[src/design/eprom_prog_pkg_dummy_none.sv]
`timescale 1ns/1ps

[src/design/eprom_prog_pkg.sv]
package eprom_prog_pkg;

	localparam int CLK_PERIOD_NS  = 10;
	localparam int ADDR_W         = 13;
	localparam int DATA_W         = 8;
	localparam int CNT_W          = 17;
	localparam int SYNC_STAGES    = 2;

	localparam int T_SETUP_NS     = 2000;
	localparam int T_HOLD_NS      = 2000;
	localparam int T_OUT_EN_NS    = 150;
	localparam int T_PROG_PULSE_US = 1000;

	localparam int SETUP_CYC = (T_SETUP_NS + CLK_PERIOD_NS - 1) / CLK_PERIOD_NS;
	localparam int HOLD_CYC  = (T_HOLD_NS + CLK_PERIOD_NS - 1) / CLK_PERIOD_NS;
	localparam int READ_CYC  = (T_OUT_EN_NS + CLK_PERIOD_NS - 1) / CLK_PERIOD_NS
		+ SYNC_STAGES;
	localparam int PROG_PULSE_CYC_DEF = T_PROG_PULSE_US * 1000 / CLK_PERIOD_NS;

	localparam int LOCK_DATA_BIT  = 7;
	localparam int LOCK_ADDR_SET  = 4;
	localparam int LOCK_ADDR_CLR  = 6;
	localparam logic [DATA_W-1:0] DATA_IDLE = 8'hff;

	typedef enum logic [2:0] {
		OP_PROGRAM     = 3'h0,
		OP_VERIFY      = 3'h1,
		OP_READ        = 3'h2,
		OP_LOCK_VERIFY = 3'h3,
		OP_LOCK        = 3'h4,
		OP_DISABLE     = 3'h5
	} op_e;

	typedef enum logic [1:0] {
		S_IDLE  = 2'h0,
		S_SETUP = 2'h1,
		S_PULSE = 2'h2,
		S_HOLD  = 2'h3
	} phase_e;

	typedef struct packed {
		logic              valid;
		op_e               op;
		logic [ADDR_W-1:0] addr;
		logic [DATA_W-1:0] data;
	} cmd_s;

	typedef struct packed {
		logic              valid;
		logic              refused;
		logic              match;
		logic              locked;
		logic [DATA_W-1:0] data;
	} resp_s;

	typedef struct packed {
		logic              chipSelect_n;
		logic              outputEnable_n;
		logic              program_strobe_n;
		logic              vppHigh;
		logic              test_mode_select;
		logic              oscillator_input;
		logic              device_reset_input;
		logic [ADDR_W-1:0] byte_address_lines;
		logic [DATA_W-1:0] dataOut;
		logic              dataOe_n;
	} pins_s;

endpackage

[src/design/eprom_programmer.sv]
`timescale 1ns/1ps
`default_nettype none

module eprom_programmer
	import eprom_prog_pkg::*;
#(
	parameter int PROG_PULSE_CYC = PROG_PULSE_CYC_DEF
) (
	input  wire logic              core_clk,
	input  wire logic              rst_b,
	input  wire cmd_s              cmdIn,
	output var  logic              cmdReady,
	output var  resp_s             resp,
	output var  pins_s             pins,
	input  wire logic [DATA_W-1:0] byteDataIn
);

	typedef struct packed {
		phase_e            phase;
		logic [CNT_W-1:0]  count;
		cmd_s              cmd;
		logic              verifyOk;
		logic [DATA_W-1:0] sync1;
		logic [DATA_W-1:0] sync2;
		logic              ready;
		resp_s             resp;
		pins_s             pins;
	} state_s;

	state_s stReg;
	state_s stNext;

	function automatic pins_s idlePins();
		pins_s p;
		p.chipSelect_n       = 1'b1;
		p.outputEnable_n     = 1'b1;
		p.program_strobe_n   = 1'b1;
		p.vppHigh            = 1'b0;
		p.test_mode_select   = 1'b0;
		p.oscillator_input   = 1'b0;
		p.device_reset_input = 1'b0;
		p.byte_address_lines = '0;
		p.dataOut            = DATA_IDLE;
		p.dataOe_n           = 1'b1;
		return p;
	endfunction

	// Static levels of each mode, outside the active pulse.
	function automatic pins_s modePins(input cmd_s c);
		pins_s p;
		p = idlePins();
		p.byte_address_lines = c.addr;
		case (c.op)
			OP_PROGRAM: begin
				p.chipSelect_n = 1'b0;
				p.vppHigh      = 1'b1;
				p.dataOut      = c.data;
				p.dataOe_n     = 1'b0;
			end
			OP_VERIFY: begin
				p.chipSelect_n = 1'b0;
				p.vppHigh      = 1'b1;
			end
			OP_READ: begin
				p.chipSelect_n = 1'b0;
			end
			OP_LOCK_VERIFY: begin
				p.chipSelect_n     = 1'b0;
				p.outputEnable_n   = 1'b0;
				p.test_mode_select = 1'b1;
				p.byte_address_lines[LOCK_ADDR_CLR] = 1'b0;
			end
			OP_LOCK: begin
				p.vppHigh          = 1'b1;
				p.test_mode_select = 1'b1;
				p.byte_address_lines[LOCK_ADDR_SET] = 1'b1;
				p.dataOut  = DATA_IDLE;
				p.dataOe_n = 1'b0;
			end
			default: begin
				p = idlePins();
			end
		endcase
		return p;
	endfunction

	function automatic logic [CNT_W-1:0] pulseLen(input op_e op);
		case (op)
			OP_PROGRAM, OP_LOCK: pulseLen = CNT_W'(PROG_PULSE_CYC);
			default:             pulseLen = CNT_W'(READ_CYC);
		endcase
	endfunction

	always_comb begin
		stNext = stReg;
		stNext.sync1 = byteDataIn;
		stNext.sync2 = stReg.sync1;
		stNext.resp.valid = 1'b0;
		if (stReg.count != '0) begin
			stNext.count = stReg.count - CNT_W'(1);
		end
		case (stReg.phase)
			S_IDLE: begin
				if (cmdIn.valid && stReg.ready) begin
					stNext.cmd = cmdIn;
					if (cmdIn.op == OP_LOCK && !stReg.verifyOk) begin
						stNext.resp.valid   = 1'b1;
						stNext.resp.refused = 1'b1;
					end else begin
						stNext.phase = S_SETUP;
						stNext.count = CNT_W'(SETUP_CYC - 1);
						stNext.pins  = modePins(cmdIn);
					end
				end
			end
			S_SETUP: begin
				if (stReg.count == '0) begin
					stNext.phase = S_PULSE;
					stNext.count = pulseLen(stReg.cmd.op) - CNT_W'(1);
					case (stReg.cmd.op)
						OP_PROGRAM: stNext.pins.program_strobe_n = 1'b0;
						OP_VERIFY, OP_READ: stNext.pins.outputEnable_n = 1'b0;
						OP_LOCK: stNext.pins.dataOut[LOCK_DATA_BIT] = 1'b0;
						default: stNext.pins.outputEnable_n = stReg.pins.outputEnable_n;
					endcase
				end
			end
			S_PULSE: begin
				if (stReg.count == '0) begin
					stNext.phase = S_HOLD;
					stNext.count = CNT_W'(HOLD_CYC - 1);
					stNext.pins.program_strobe_n = 1'b1;
					stNext.pins.outputEnable_n   = 1'b1;
					stNext.pins.dataOut[LOCK_DATA_BIT] = stReg.cmd.data[LOCK_DATA_BIT];
					stNext.resp.data    = stReg.sync2;
					stNext.resp.match   = stReg.sync2 == stReg.cmd.data;
					stNext.resp.locked  = stReg.sync2[LOCK_DATA_BIT];
					stNext.resp.refused = 1'b0;
					case (stReg.cmd.op)
						// New code invalidates any earlier verification.
						OP_PROGRAM: stNext.verifyOk = 1'b0;
						OP_VERIFY, OP_READ:
							stNext.verifyOk = stReg.sync2 == stReg.cmd.data;
						default: stNext.verifyOk = stReg.verifyOk;
					endcase
				end
			end
			S_HOLD: begin
				// Data and address stay put through the hold time.
				if (stReg.count == '0) begin
					stNext.phase = S_IDLE;
					stNext.pins  = idlePins();
					stNext.resp.valid = 1'b1;
				end
			end
			default: begin
				stNext.phase = S_IDLE;
				stNext.pins  = idlePins();
			end
		endcase
		stNext.ready = stNext.phase == S_IDLE;
	end

	always_ff @(posedge core_clk) begin
		if (!rst_b) begin
			stReg          <= '0;
			stReg.phase    <= S_IDLE;
			stReg.pins     <= idlePins();
			stReg.resp     <= '0;
			stReg.ready    <= 1'b1;
		end else begin
			stReg <= stNext;
		end
	end

	assign cmdReady = stReg.ready;
	assign resp     = stReg.resp;
	assign pins     = stReg.pins;

	logic [CNT_W-1:0] lowRun;
	always_ff @(posedge core_clk) begin
		if (!rst_b || pins.program_strobe_n) begin
			lowRun <= '0;
		end else begin
			lowRun <= lowRun + CNT_W'(1);
		end
	end
endmodule

`default_nettype wire

[config.mk]
export PLATFORM = sky130hd
export DESIGN_NAME = eprom_programmer
export DESIGN_NICKNAME = d
export VERILOG_FILES = /design/src/design/eprom_prog_pkg_dummy_none.sv /design/src/design/eprom_prog_pkg.sv /design/src/design/eprom_programmer.sv
export SDC_FILE = /design/constraint.sdc
export NUM_CORES = 1
export LEC_CHECK = 0
export BUFFER_PORTS_ARGS = -buffer_cell sky130_fd_sc_hd__buf_4
export CORE_ASPECT_RATIO = 2
export CORE_MARGIN = 2
export CORE_UTILIZATION = 50
export DETAILED_ROUTE_END_ITERATION = 7
export GPL_TIMING_DRIVEN = 0
export PLACE_DENSITY = 0.73
export RECOVER_POWER = 25
export SLEW_MARGIN = 20
export SYNTH_ARGS = -nofsm -noshare
export SYNTH_HDL_FRONTEND = slang
export SYNTH_SLANG_ARGS = --single-unit
[constraint.sdc]
create_clock -name core_clk -period 2.7 [get_ports core_clk]
set_clock_uncertainty 0.2 [all_clocks]
set_input_delay 0.405 -clock core_clk [delete_from_list [all_inputs] [get_ports core_clk]]
set_output_delay 0.405 -clock core_clk [all_outputs]
set_load 0.005 [all_outputs]
## After elaboration in Yosys (flattened, before gate mapping)

Index checks and enable logic that the tools add are counted.

| storage, ports and cells | value |
|---|---|
| input port bits | 35 |
| word-level logic and storage cells | 118 |
| register bits | 103 |
| output and inout port bits | 42 |

| operators by class | value |
|---|---|
| muxes and demuxes | 43 |
| add/sub/neg operators | 2 |
| reduce and logical (&&, ||, !) cells | 27 |
| equal/unequal tests | 20 |

Operator list:

| kind | number |
|---|---|
| 2-to-1 mux 29 bit | 3 |
| 2-to-1 mux 17 bit | 4 |
| 2-to-1 mux 19 bit | 3 |
| one-hot mux 17 bit (3 select lines) | 1 |
| 2-to-1 mux 44 bit | 1 |
| one-hot mux 17 bit (2 select lines) | 1 |
| subtractor 17 x 1 -> 17 bit (second input constant) | 2 |
| one-hot mux 9 bit (2 select lines) | 1 |
| AND reduction 6 bit | 3 |
| logical NOT 17 bit | 1 |
| nonzero test 17 bit | 1 |
| one-hot mux 2 bit (4 select lines) | 2 |
| one-hot mux 8 bit (2 select lines) | 1 |
| 2-to-1 mux 1 bit | 12 |
| inequality test 2 bit (second input constant) | 6 |
| 2-to-1 mux 11 bit | 1 |
| 2-to-1 mux 2 bit | 5 |
| one-hot mux 1 bit (2 select lines) | 5 |
| == test 3 x 2 -> 1 bit (second input constant) | 3 |
| == test 8 bit | 1 |
| AND reduction 4 bit | 2 |
| OR reduction 4 bit | 2 |
| == test 3 x 1 -> 1 bit (second input constant) | 2 |
| == test 3 bit (second input constant) | 2 |
| other kinds (16) | 27 |

## Longest topological paths before layout

Gate-level depths: netlist of run 1.

| depth | value |
|---|---|
| word-level depth | 9 |
| gate-level depth with buffers | 10 |
| mapped depth without buffers | 8 |

## Worst setup path after synthesis of run 1

No wires, ideal clock.

| path | value |
|---|---|
| kind | input to register |
| start | input port cmdIn[23] in the netlist's numbering |
| end | register, netlist name pins[10] |
| buffers on the path | 3 |
| required time | 2.441 ns |
| stages | 9 |
| arrival | 2.142 ns |
| setup time | 0.059 ns |
| setup slack | 0.299 ns |
| cells stage by stage | buf_2 > or4b_2 > nand3_1 > and2_1 > a211o_1 > buf_6 > and2_4 > buf_6 > a22o_1 |

| between the ends | value |
|---|---|
| word-level cells in the longest chain between the ends | 6 |
| elaborated cells between the ends (all ways) | 13 |
| classes of those cells | 5 x eq/ne; 4 x mux; 4 x reduce/logical |

RTL lines:

| element | line | text |
|---|---|---|
| from (decl) | eprom_programmer.sv:11 | `input wire cmd_s cmdIn,` |
| == test 3 bit (tied with other cells) | eprom_programmer.sv:53, eprom_programmer.sv:106 |  |
| OR reduction 5 bit (no source line) | -- |  |
| 2-to-1 mux 4 bit | eprom_programmer.sv:53 | `case (c.op)` |
| 2-to-1 mux 29 bit | eprom_programmer.sv:106 | `if (cmdIn.op == OP_LOCK && !stReg.verifyOk) begin` |
| 2-to-1 mux 29 bit | eprom_programmer.sv:104 | `if (cmdIn.valid && stReg.ready) begin` |
| one-hot mux 17 bit (2 select lines) | eprom_programmer.sv:102 | `case (stReg.phase)` |

Parallel ways exist; a longest one is shown, timed or not. The select of a mux whose other input is x is not followed.
A chain may end at the register's enable or synchronous reset.

## Worst setup path in the final report of run 1

| path | value |
|---|---|
| start | register stReg[89] in the netlist's numbering |
| end | register, netlist name pins[14] |

| between the ends | value |
|---|---|
| word-level cells in the longest chain between the ends | 3 |

RTL lines:

| element | line | text |
|---|---|---|
| from (decl) | eprom_programmer.sv:30 | `state_s stReg;` |
| from (signal assigned) | eprom_programmer.sv:172 | `stReg <= stNext;` |
| logical NOT 17 bit | eprom_programmer.sv:150 | `if (stReg.count == '0) begin` |
| inequality test 2 bit (no source line) | -- |  |
| AND reduction 4 bit (no source line) | -- |  |

No other way between the ends.

==> key figures, run 1 <==
Routing
  – Initial DRC Count: around 190
  – TritonRoute pass-1 iters: 5
  – M1 WL: 3.893 mm
  – WL met3: 693 um
  – Met2 WL post-DR: just over 4 mm
  – Drc violations: 0
  – Max layer used: met4
  – Drt via density: 5.346
  – DR WL/cell: 14.16 um
  – Via count: 3443
  – DRT antenna net count: 0
  – Total routed wirelength: 9.122 mm

CTS
  – Clock Latency Late Sink: 0.35 ns
  – Maximum clock path buffer count: 2
  – CTS Buf Count: 9
  – H-tree levels: 3
  – Sink Count: 86
  – CTS tree: done
  – Worst-path clk slew: 0.07 ns
  – Root Buffer: clkbuf_16

Timing
  – Relative slew slack: 0.6205
  – Slew @ Worst Pin: 0.5692 ns
  – Max Slew Vio Count: 0
  – Tmin final: 2.573 ns
  – Setup violators final: 0
  – Final Hold Fails: 0
  – Tcrit/Tclk final: 0.9530
  – Max Clk Rate: about 390 MHz

Die
  – Core Box Area: ~8000 um^2
  – Std-Cell Rows: 46
  – DIE WIDTH: around 67 um
  – Die height: 130.3 um
  – IO Pins: 77
  – Starting Density: 0.5098
  – DIE AREA: 8754 um^2

Setup path
  – Critical Path Sink Type: register
  – CP top delay family: simple AND/OR/NAND/NOR gates
  – WP data required: roughly 2.7 ns
  – Slowest cell on the critical path: dfxtp_1
  – Setup crit start kind: register
  – Critical Path Max Stage Delay: roughly 0.38 ns
  – Cell mode on critical path: buf_6
  – Arr. time, crit path: 2.61 ns
  – CP Max Fanout: 10
  – CP cell instances: nor4_4, nand3_2, nor3_4, inv_2, a211o_1, buf_6, and2_4, buf_6, a22o_1
  – CP bufs+invs: 3
  – WS Path Type: register to register

Hold path
  – Hold Crit Class: input port to register

Final layout
  – Area grow syn2layout: 24.80%
  – Non-filler cells, final: 644
  – Ant. Diodes: 0
  – Final Instance Area: 4980 um^2
  – Commonest cells after routing, fill and taps aside: 100 x buf_4, 86 x dfxtp_1, 43 x nand2_1
  – Final net count: ~590
  – Final core utilization: 0.6362
  – Fillers: 707
  – Most common cell after layout, fill and taps aside: buf_4
  – Share of layout cells above drive strength 1: 0.2701

Yosys
  – Post-synthesis cell area: 3990 um^2
  – Async SR Flop Fraction: 0
  – Register area share after synthesis: 0.4315
  – #FFs+latches synth: 86
  – Synth cell types: between 50 and 60
  – Syn. warnings: 0
  – Top FF cell, synth: dfxtp_1
  – EDFF count, synth: 0
  – Synth Instances: 457
  – Syn_area_per_cell: 8.731 um^2

Place
  – Placed cells: 627
  – Placer congestion estimate: about 0.94
  – DP HPWL: slightly below 7 mm
  – # port buffers: 73
  – DP Area: 4662 um^2

Status
  – Outcome: complete, no violations

Global routing
  – GRT overflow: 0
  – Largest net degree at the start of global routing: 17
  – Total global-route track usage: 0.2253
  – Initial antenna violation count: 0
  – First-pass GRT wire length: about 15 mm
  – Number of global-route vias before repair: 3164

Flow run
  – Max cap viols: 0

Pwr
  – VDD IR max: ~0.00068 V
  – Static Leakage: 2.240 nW
  – Power Density: 973.7 nW/um^2
  – Tot Pwr: 4.849 mW
## per-layer routing
layer  vias to the layer above  GRT usage
met5                         -          0
met4                         0     0.1525
met3                        30    0.05517
met2                       144     0.3302
met1                      1562     0.2876
li1                       1707          -
## cell type report
cell class / instances / area [um^2] / share of cell area
Buffer: 64 / 416.7 / 0.08367
Clock buffer: 9 / 225.2 / 0.04523
Clock inverter: 7 / 80.08 / 0.01608
Inverter: 16 / 60.06 / 0.01206
Multi-Input combinational cell: 292 / 1804 / 0.3623
Sequential cell: 86 / 1722 / 0.3457
Tap cell: 96 / 120.1 / 0.02412
Timing Repair Buffer: 74 / 551.8 / 0.1108
## cell usage after synthesis (all sizes together), types with 12 or more instances
cell	instances	share of area
inv	16	0.015
dfxtp	86	0.43
buf	46	0.087
a22o	12	0.026
a21oi	26	0.033
nand3	12	0.016
nand2	43	0.040
nor3	21	0.030
o21ai	17	0.021
and2	19	0.030
xnor2	15	0.033
clkbuf	18	0.017
nor2	37	0.035
## logic make-up after synthesis
group / Yosys count / share of synthesized area
AOI/OAI and AO/OA: 91 / 0.1511
xor gates and xnor gates: 21 / 0.04610
adders and majority gates: 7 / 0.02195
buffers and inverters: 80 / 0.1192
DFF: 86 / 0.4315
muxes: 8 / 0.02007
other: 1 / 0.0009398
and+or+nand+nor: 163 / 0.2092
## metrics by stage
step | hold slack (ns) | worst slack (ns) | setup TNS [ns]
after floorplan | 0.2119 | 0.2989 | 0
after global placement | 0.2137 | -0.1348 | -1.307
final | 0.06272 | 0.1268 | 0
after detailed placement | 0.2177 | -0.1564 | -1.475
after CTS | 0.05547 | 0.04252 | 0
after global routing | 0.05532 | -0.001710 | -0.001710
## registers in the layout, indices dropped and copies added (netlist names)
register / cells
resp: 11
pins: 27
cmdReady: 1
stNext: 8
stReg: 39
## report_power, final
| part | switching, mW | leakage [nW] | internal (mW) | total [mW] |
|---|---|---|---|---|
| clock network | 0.531 | 0.148 | 0.729 | 1.26 |
| registers | 0.188 | 0.703 | 1.48 | 1.67 |
| logic | 1.06 | 1.39 | 0.856 | 1.92 |
## repair_timing
action | CTS | global route
hold buffers | 0 | 0
setup buffers | 0 | 1
gates resized for setup | 0 | 4
setup endpoints to repair | 0 | 19
## worst paths after layout
| kind | from | to | slack [ns] | cells after the start |
|---|---|---|---|---|
| hold reg to reg | stNext[48]$_SDFF_PN0_ | stReg[48]$_SDFF_PN0_ | 0.23 | 1 |
| setup / recovery | stReg[89]$_SDFF_PN0_ | pins[14]$_SDFFE_PN0P_ | 0.13 | 9 |
| hold / removal | byteDataIn[1] | stNext[43]$_SDFF_PN0_ | 0.06 | 2 |
| setup reg to reg | stReg[89]$_SDFF_PN0_ | pins[14]$_SDFFE_PN0P_ | 0.13 | 9 |
## worst register-to-register path, cell delays in order (launching register included)
cell,delay [ns]
dfxtp_1,0.38
nor4_4,0.35
nand3_2,0.20
nor3_4,0.32
inv_2,0.08
a211o_1,0.31
buf_6,0.15
and2_4,0.17
buf_6,0.13
a22o_1,0.18
(Power assumes the default switching activity.)
==> inputs of run 2 (changes only) <==
--- a/config.mk
+++ b/config.mk
@@ -12,7 +12,6 @@
 export DETAILED_ROUTE_END_ITERATION = 7
 export GPL_TIMING_DRIVEN = 0
 export PLACE_DENSITY = 0.73
-export RECOVER_POWER = 25
 export SLEW_MARGIN = 20
 export SYNTH_ARGS = -nofsm -noshare
 export SYNTH_HDL_FRONTEND = slang
==> run 2 against run 1 <==
Compared with the run above: sequential share of layout area about the same; setup slack improved by 0.0064 ns; register-to-register slack about the same; largest power group unchanged; first-iteration DRC count decreased by 0.52%; highest routed layer unchanged; clock power about the same; maximum frequency increased by 0.25%; critical path depth unchanged; global-route usage unchanged; via count about the same.
==> key figures, run 2 (synthesized netlist as in run 1, its figures left out) <==
Final layout
  – Area grow syn2layout: 24.90% (was 24.80%)
  – Commonest cells after routing, fill and taps aside: 116 x buf_4, 86 x dfxtp_1, 43 x nand2_1 (was 100 x buf_4, 86 x dfxtp_1, 43 x nand2_1)
  – Non-filler cells, final: 644 (unchanged)
  – Top flop regs: stReg: 39 flops, pins: 27 flops, resp: 11 flops (unchanged)
  – Most common cell after layout, fill and taps aside: buf_4 (unchanged)
  – Final Instance Area: 4984 um^2 (was 4980 um^2)
  – Share of layout cells above drive strength 1: 0.2719 (was 0.2701)
  – Ant. Diodes: 0 (unchanged)
  – Biggest register: stReg (unchanged)
  – Final net count: 585 (unchanged)
  – Final core utilization: 0.6367 (was 0.6362)
  – Max reg flops: 39 (unchanged)

Place
  – # port buffers: 73 (unchanged)
  – Placed cells: 627 (unchanged)
  – DP HPWL: 6.860 mm (unchanged)
  – Placer congestion estimate: 0.9401 (unchanged)
  – DP Area: 4662 um^2 (unchanged)
  – Pre-CTS setup slack: -0.1564 ns (unchanged)

Setup path
  – Cell mode on critical path: buf_6 (unchanged)
  – RR Endpoint: pins[14]$_SDFFE_PN0P_ (unchanged)
  – Setup crit start kind: register (unchanged)
  – WP data required: 2.74 ns (about the same)
  – FF-to-FF path depth: 9 (unchanged)
  – CP bufs+invs: 3 (unchanged)
  – Arr. time, crit path: 2.61 ns (about the same)
  – Critical Path Sink Type: register (unchanged)
  – CP Max Fanout: 10 (unchanged)
  – Critical Path Max Stage Delay: 0.38 ns (about the same)
  – Internal reg-to-reg setup slack: 0.13 ns (about the same)
  – CP top delay family: simple AND/OR/NAND/NOR gates (unchanged)
  – Worst r2r src: stReg[89]$_SDFF_PN0_ (unchanged)
  – Slowest cell on the critical path: dfxtp_1 (unchanged)
  – CP cell instances: nor4_4, nand3_2, nor3_4, inv_2, a211o_1, buf_6, and2_4, buf_6, a22o_1 (unchanged)
  – WS Path Type: register to register (unchanged)

Global routing
  – Initial antenna violation count: 0 (unchanged)
  – First-pass GRT wire length: 14.82 mm (unchanged)
  – Total global-route track usage: 0.2253 (unchanged)
  – GRT overflow: 0 (unchanged)
  – Largest net degree at the start of global routing: 17 (unchanged)
  – Number of global-route vias before repair: 3164 (unchanged)

Routing
  – Met2 WL post-DR: 4.113 mm (was 4.106 mm)
  – WL met3: 680 um (was 693 um)
  – Total routed wirelength: 9.163 mm (was 9.122 mm)
  – Initial DRC Count: 191 (was 192)
  – Max layer used: met4 (unchanged)
  – Drt via density: 5.342 (was 5.346)
  – DRT antenna net count: 0 (unchanged)
  – M1 WL: 3.948 mm (was 3.893 mm)
  – DR WL/cell: 14.23 um (was 14.16 um)
  – Drc violations: 0 (unchanged)
  – TritonRoute pass-1 iters: 4 (was 5)
  – Via count: 3440 (was 3443)

Die
  – Core Box Area: 7828 um^2 (unchanged)
  – IO Pins: 77 (unchanged)
  – Starting Density: 0.5098 (unchanged)
  – DIE AREA: 8754 um^2 (unchanged)
  – DIE WIDTH: 67.17 um (unchanged)
  – Std-Cell Rows: 46 (unchanged)
  – Die height: 130.3 um (unchanged)

Timing
  – Max Slew Vio Count: 0 (unchanged)
  – Final Hold Fails: 0 (unchanged)
  – Post-route setup slack: 0.1332 ns (was 0.1268 ns)
  – Slew @ Worst Pin: 0.5605 ns (was 0.5692 ns)
  – Tcrit/Tclk final: 0.9507 (was 0.9530)
  – Max Clk Rate: 389.6 MHz (was 388.6 MHz)
  – Setup violators final: 0 (unchanged)
  – Tmin final: 2.567 ns (was 2.573 ns)
  – Relative slew slack: 0.6263 (was 0.6205)

Hold path
  – Hold-critical path depth: 2 (unchanged)
  – Hold Crit Class: input port to register (unchanged)
  – Hold EP: stNext[43]$_SDFF_PN0_ (unchanged)
  – Critical hold path startpoint: byteDataIn[1] (unchanged)

CTS
  – CTS tree: done (unchanged)
  – Worst-path clk slew: 0.07 ns (about the same)
  – CTS Buf Count: 9 (unchanged)
  – Root Buffer: clkbuf_16 (unchanged)
  – Sink Count: 86 (unchanged)
  – Maximum clock path buffer count: 2 (unchanged)
  – Hold buffer count at CTS: 0 (unchanged)
  – Clock Latency Late Sink: 0.35 ns (about the same)
  – H-tree levels: 3 (unchanged)

Pwr
  – Power Density: 974.6 nW/um^2 (was 973.7 nW/um^2)
  – Tot Pwr: 4.857 mW (was 4.849 mW)
  – VDD IR max: 0.0006680 V (was 0.0006772 V)
  – Static Leakage: 2.252 nW (was 2.240 nW)

Flow run
  – Max cap viols: 0 (unchanged)

Status
  – Outcome: complete, no violations (unchanged)
## run 2: changes by cell type in the layout (fill, tap and decap cells not counted), sizes merged
cell / delta
clkbuf: -16
buf: +16
## run 2: power by group
part | internal (mW) | switching (mW)
combinational | 0.859 | 1.06
clock | 0.729 | 0.536
sequential | 1.48 | 0.191
total | 3.07 | 1.79
## run 2: final cells by class
cell class	count	area, um^2
timing repair buffer	74	555.5
tap	96	120.1
multi-input combinational	292	1804
clock buffer	9	225.2
sequential	86	1722
clock inverter	7	80.08
buffer	64	416.7
inverter	16	60.06
fill	705	2844
## run 2: metrics by stage
stage / TNS (ns) / hold WS, ns
finish: 0 / 0.06021
global route: -0.001710 / 0.05532
CTS: 0 / 0.05547
detailed placement: -1.475 / 0.2177
global placement: -1.307 / 0.2137
floorplan: 0 / 0.2119
## run 2: worst max-delay path by stage
stage	start	end	slack, ns	depth (start not counted)
finish	stReg[89]$_SDFF_PN0_	pins[14]$_SDFFE_PN0P_	0.13	9
global route	stReg[89]$_SDFF_PN0_	pins[19]$_SDFFE_PN0P_	-0.002	9
CTS	stReg[58]$_SDFFE_PN0P_	pins[9]$_SDFFE_PN0P_	0.04	7
detailed placement	cmdIn[21]	pins[14]$_SDFFE_PN0P_	-0.16	8
global placement	cmdIn[21]	pins[19]$_SDFFE_PN0P_	-0.13	8
floorplan	cmdIn[23]	pins[10]$_SDFFE_PN0P_	0.30	9
## run 2: metal layers
metal	up-vias	global-route usage
met2	134	0.3302
met3	28	0.05517
met1	1569	0.2876
li1	1709	-
met4	0	0.1525
met5	-	0
## run 2: repair_timing
item	4_1_cts	5_1_grt
buffers inserted	0	1
setup endpoints to repair	0	19
gates resized for setup	0	4
## run 2: worst reg2reg max path, cell delays in order, from the launching register on
cell,delay (ns)
dfxtp_1,0.38
nor4_4,0.36
nand3_2,0.21
nor3_4,0.31
inv_2,0.08
a211o_1,0.31
buf_6,0.15
and2_4,0.17
buf_6,0.13
a22o_1,0.18
==> inputs of run 3 (changes only) <==
--- a/config.mk
+++ b/config.mk
@@ -8,10 +8,10 @@
 export BUFFER_PORTS_ARGS = -buffer_cell sky130_fd_sc_hd__buf_4
 export CORE_ASPECT_RATIO = 2
 export CORE_MARGIN = 2
-export CORE_UTILIZATION = 50
+export CORE_UTILIZATION = 51
 export DETAILED_ROUTE_END_ITERATION = 7
 export GPL_TIMING_DRIVEN = 0
-export PLACE_DENSITY = 0.73
+export PLACE_DENSITY = 0.74
 export SLEW_MARGIN = 20
 export SYNTH_ARGS = -nofsm -noshare
 export SYNTH_HDL_FRONTEND = slang
==> run 3 against run 2 <==
Compared with the run above: non-clock buffer count is 2 higher; total power increased by 1.5%; core utilization grew 2.1 points; setup slack got worse by 0.0067 ns; maximum frequency is 0.26% lower; design area grew 0.28%; clock power barely moved; clock-buffer cell count rose by 1; first-iteration DRC count up 29%; via count rose by 1.0%; sequential power is essentially flat; flip-flop and latch count unchanged; critical endpoint is now pins[18]$_SDFFE_PN0P_; largest cell class unchanged.
==> key figures, run 3 (synthesized netlist as in run 1, its figures left out) <==
Status
  – Outcome: complete, no violations (unchanged)

Pwr
  – Sequential Power Share: 0.341 (was 0.344)
  – Clk network pwr share: 0.253 (was 0.260)
  – Static Leakage: 2.260 nW (was 2.252 nW)
  – Power Density: 986.3 nW/um^2 (was 974.6 nW/um^2)
  – Pint: 3.113 mW (was 3.070 mW)
  – VDD IR max: 0.0005779 V (was 0.0006680 V)
  – Comb power frac: 0.406 (was 0.395)
  – Switch Pwr: 1.816 mW (was 1.787 mW)
  – Sw Share: 0.3684 (was 0.3679)

Routing
  – Drc violations: 0 (unchanged)
  – Total routed wirelength: 10.14 mm (was 9.163 mm)
  – Via count: 3476 (was 3440)
  – Drt via density: 5.406 (was 5.342)
  – TritonRoute pass-1 iters: 4 (unchanged)
  – DR WL/cell: 15.77 um (was 14.23 um)
  – Initial DRC Count: 246 (was 191)
  – DRT antenna net count: 0 (unchanged)

Final layout
  – Ant. Diodes: 0 (unchanged)
  – Area grow syn2layout: 25.24% (was 24.90%)
  – Final Instance Area: 4997 um^2 (was 4984 um^2)
  – Top flop regs: stReg: 39 flops, pins: 27 flops, resp: 11 flops (unchanged)
  – Share of layout cells above drive strength 1: 0.2805 (was 0.2719)
  – Biggest register: stReg (unchanged)
  – Most common cell after layout, fill and taps aside: buf_4 (unchanged)
  – Final net count: 587 (was 585)
  – Max reg flops: 39 (unchanged)
  – Commonest cells after routing, fill and taps aside: 118 x buf_4, 86 x dfxtp_1, 43 x nand2_1 (was 116 x buf_4, 86 x dfxtp_1, 43 x nand2_1)
  – Fillers: 669 (was 705)

Timing
  – Tcrit/Tclk final: 0.9532 (was 0.9507)
  – Final Hold Fails: 0 (unchanged)
  – Slew @ Worst Pin: 0.5259 ns (was 0.5605 ns)
  – Final TNS setup: 0 ns (unchanged)
  – Relative slew slack: 0.6494 (was 0.6263)
  – Setup violators final: 0 (unchanged)
  – Max Slew Vio Count: 0 (unchanged)
  – Tmin final: 2.574 ns (was 2.567 ns)
  – Max Clk Rate: 388.6 MHz (was 389.6 MHz)

Flow run
  – Max cap viols: 0 (unchanged)

Global routing
  – GRT overflow: 0 (unchanged)
  – Number of global-route vias before repair: 3439 (was 3164)
  – Total global-route track usage: 0.2511 (was 0.2253)
  – Initial antenna violation count: 0 (unchanged)
  – Largest net degree at the start of global routing: 15 (was 17)
  – First-pass GRT wire length: 16.13 mm (was 14.82 mm)

CTS
  – H-tree levels: 3 (unchanged)
  – CTS tree: done (unchanged)
  – CTS Buf Count: 9 (unchanged)
  – Worst-path clk slew: 0.06 ns (was 0.07 ns)
  – Clock Latency Late Sink: 0.34 ns (was 0.35 ns)
  – Maximum clock path buffer count: 2 (unchanged)
  – Root Buffer: clkbuf_16 (unchanged)
  – Sink Count: 86 (unchanged)

Place
  – DP HPWL: 7.823 mm (was 6.860 mm)
  – DP Area: 4659 um^2 (was 4662 um^2)
  – # port buffers: 73 (unchanged)
  – Placer congestion estimate: 0.9446 (was 0.9401)

Die
  – Core Box Area: 7601 um^2 (was 7828 um^2)
  – Die height: 129.1 um (was 130.3 um)
  – Std-Cell Rows: 45 (was 46)
  – DIE AREA: 8590 um^2 (was 8754 um^2)
  – DIE WIDTH: 66.55 um (was 67.17 um)
  – IO Pins: 77 (unchanged)
  – Starting Density: 0.5249 (was 0.5098)

Setup path
  – Crit. Startpoint: stReg[94]$_SDFF_PN0_ (was stReg[89]$_SDFF_PN0_)
  – WS Path Type: register to register (unchanged)
  – WP data required: 2.73 ns (was 2.74 ns)
  – FF-to-FF path depth: 8 (was 9)
  – Worst setup endpoint: pins[18]$_SDFFE_PN0P_ (was pins[14]$_SDFFE_PN0P_)
  – RR Endpoint: pins[18]$_SDFFE_PN0P_ (was pins[14]$_SDFFE_PN0P_)
  – CP Max Fanout: 10 (unchanged)
  – Setup crit start kind: register (unchanged)
  – Worst r2r src: stReg[94]$_SDFF_PN0_ (was stReg[89]$_SDFF_PN0_)
  – Critical Path Sink Type: register (unchanged)
  – Internal reg-to-reg setup slack: 0.13 ns (about the same)
  – Arr. time, crit path: 2.60 ns (was 2.61 ns)

Hold path
  – Hold Crit Class: input port to register (unchanged)
==> run 3: layout make-up <==
class                      instances  area [um^2]  share of cell area
clock buffer                      10        239.0             0.04782
clock inverter                     5        58.81             0.01177
timing repair buffer              76        570.5              0.1142
inverter                          16        60.06             0.01202
sequential                        86         1722              0.3445
buffer                            64        419.2             0.08388
multi-input combinational        292         1810              0.3623
tap                               94        117.6             0.02354
==> run 3: repair_timing <==
item,4_1_cts,5_1_grt
hold endpoints to repair,0,0
hold buffers,0,0
buffers inserted,0,3
setup endpoints to repair,0,33
resized for setup,0,10
==> run 3: power by group through the flow <==
stage          Sequential (mW)  Combinational, mW  Clock (mW)
6_report                  1.68               2.00        1.25
4_1_cts                   1.68               1.92        1.25
3_5_place_dp              1.71               1.90           0
5_1_grt                   1.71               2.21        1.31
3_3_place_gp              1.69               1.87           0
2_1_floorplan             1.65               1.42           0
==> run 3: routing by layer <==
| layer | vias to the layer above | part of all wire | wire [um] | global-route usage |
|---|---|---|---|---|
| li1 | 1713 | - | - | - |
| met1 | 1601 | 0.34 | 3423 | 0.2363 |
| met2 | 121 | 0.56 | 5686 | 0.4676 |
| met3 | 41 | 0.040 | 408 | 0.05208 |
| met4 | 0 | 0.061 | 619 | 0.1645 |
| met5 | - | 0 | 0 | 0 |
==> run 3: how the worst min path moves through the flow <==
stage | from | end | slack, ns | cells past startpoint
finish | byteDataIn[2] | stNext[44]$_SDFF_PN0_ | 0.07 | 2
global route | byteDataIn[6] | stNext[48]$_SDFF_PN0_ | 0.08 | 2
CTS | byteDataIn[0] | stNext[42]$_SDFF_PN0_ | 0.07 | 2
detailed placement | stNext[42]$_SDFF_PN0_ | stReg[42]$_SDFF_PN0_ | 0.22 | 1
global placement | stNext[48]$_SDFF_PN0_ | stReg[48]$_SDFF_PN0_ | 0.21 | 1
floorplan | stNext[42]$_SDFF_PN0_ | stReg[42]$_SDFF_PN0_ | 0.21 | 1
==> run 3: per-stage QoR <==
stage | utilization | cells | worst slack [ns] | total power, mW | hold slack (ns)
floorplan | - | 458 | 0.2989 | 3.070 | 0.2119
global placement | 0.6130 | 625 | -0.1326 | 3.562 | 0.2126
detailed placement | 0.6130 | 625 | -0.1824 | 3.607 | 0.2177
CTS | 0.6522 | 640 | 0.04445 | 4.851 | 0.06763
global route | 0.6574 | 643 | -0.01144 | 5.227 | 0.07568
finish | 0.6574 | 643 | 0.1265 | 4.929 | 0.06885
==> run 3: worst max-delay path, stage by stage, from the launching register on <==
cell	delay, ns
dfxtp_1	0.34
or4_4	0.57
nor3_4	0.31
inv_2	0.08
a211o_1	0.30
buf_6	0.15
and2_4	0.18
buf_6	0.14
a22o_1	0.18
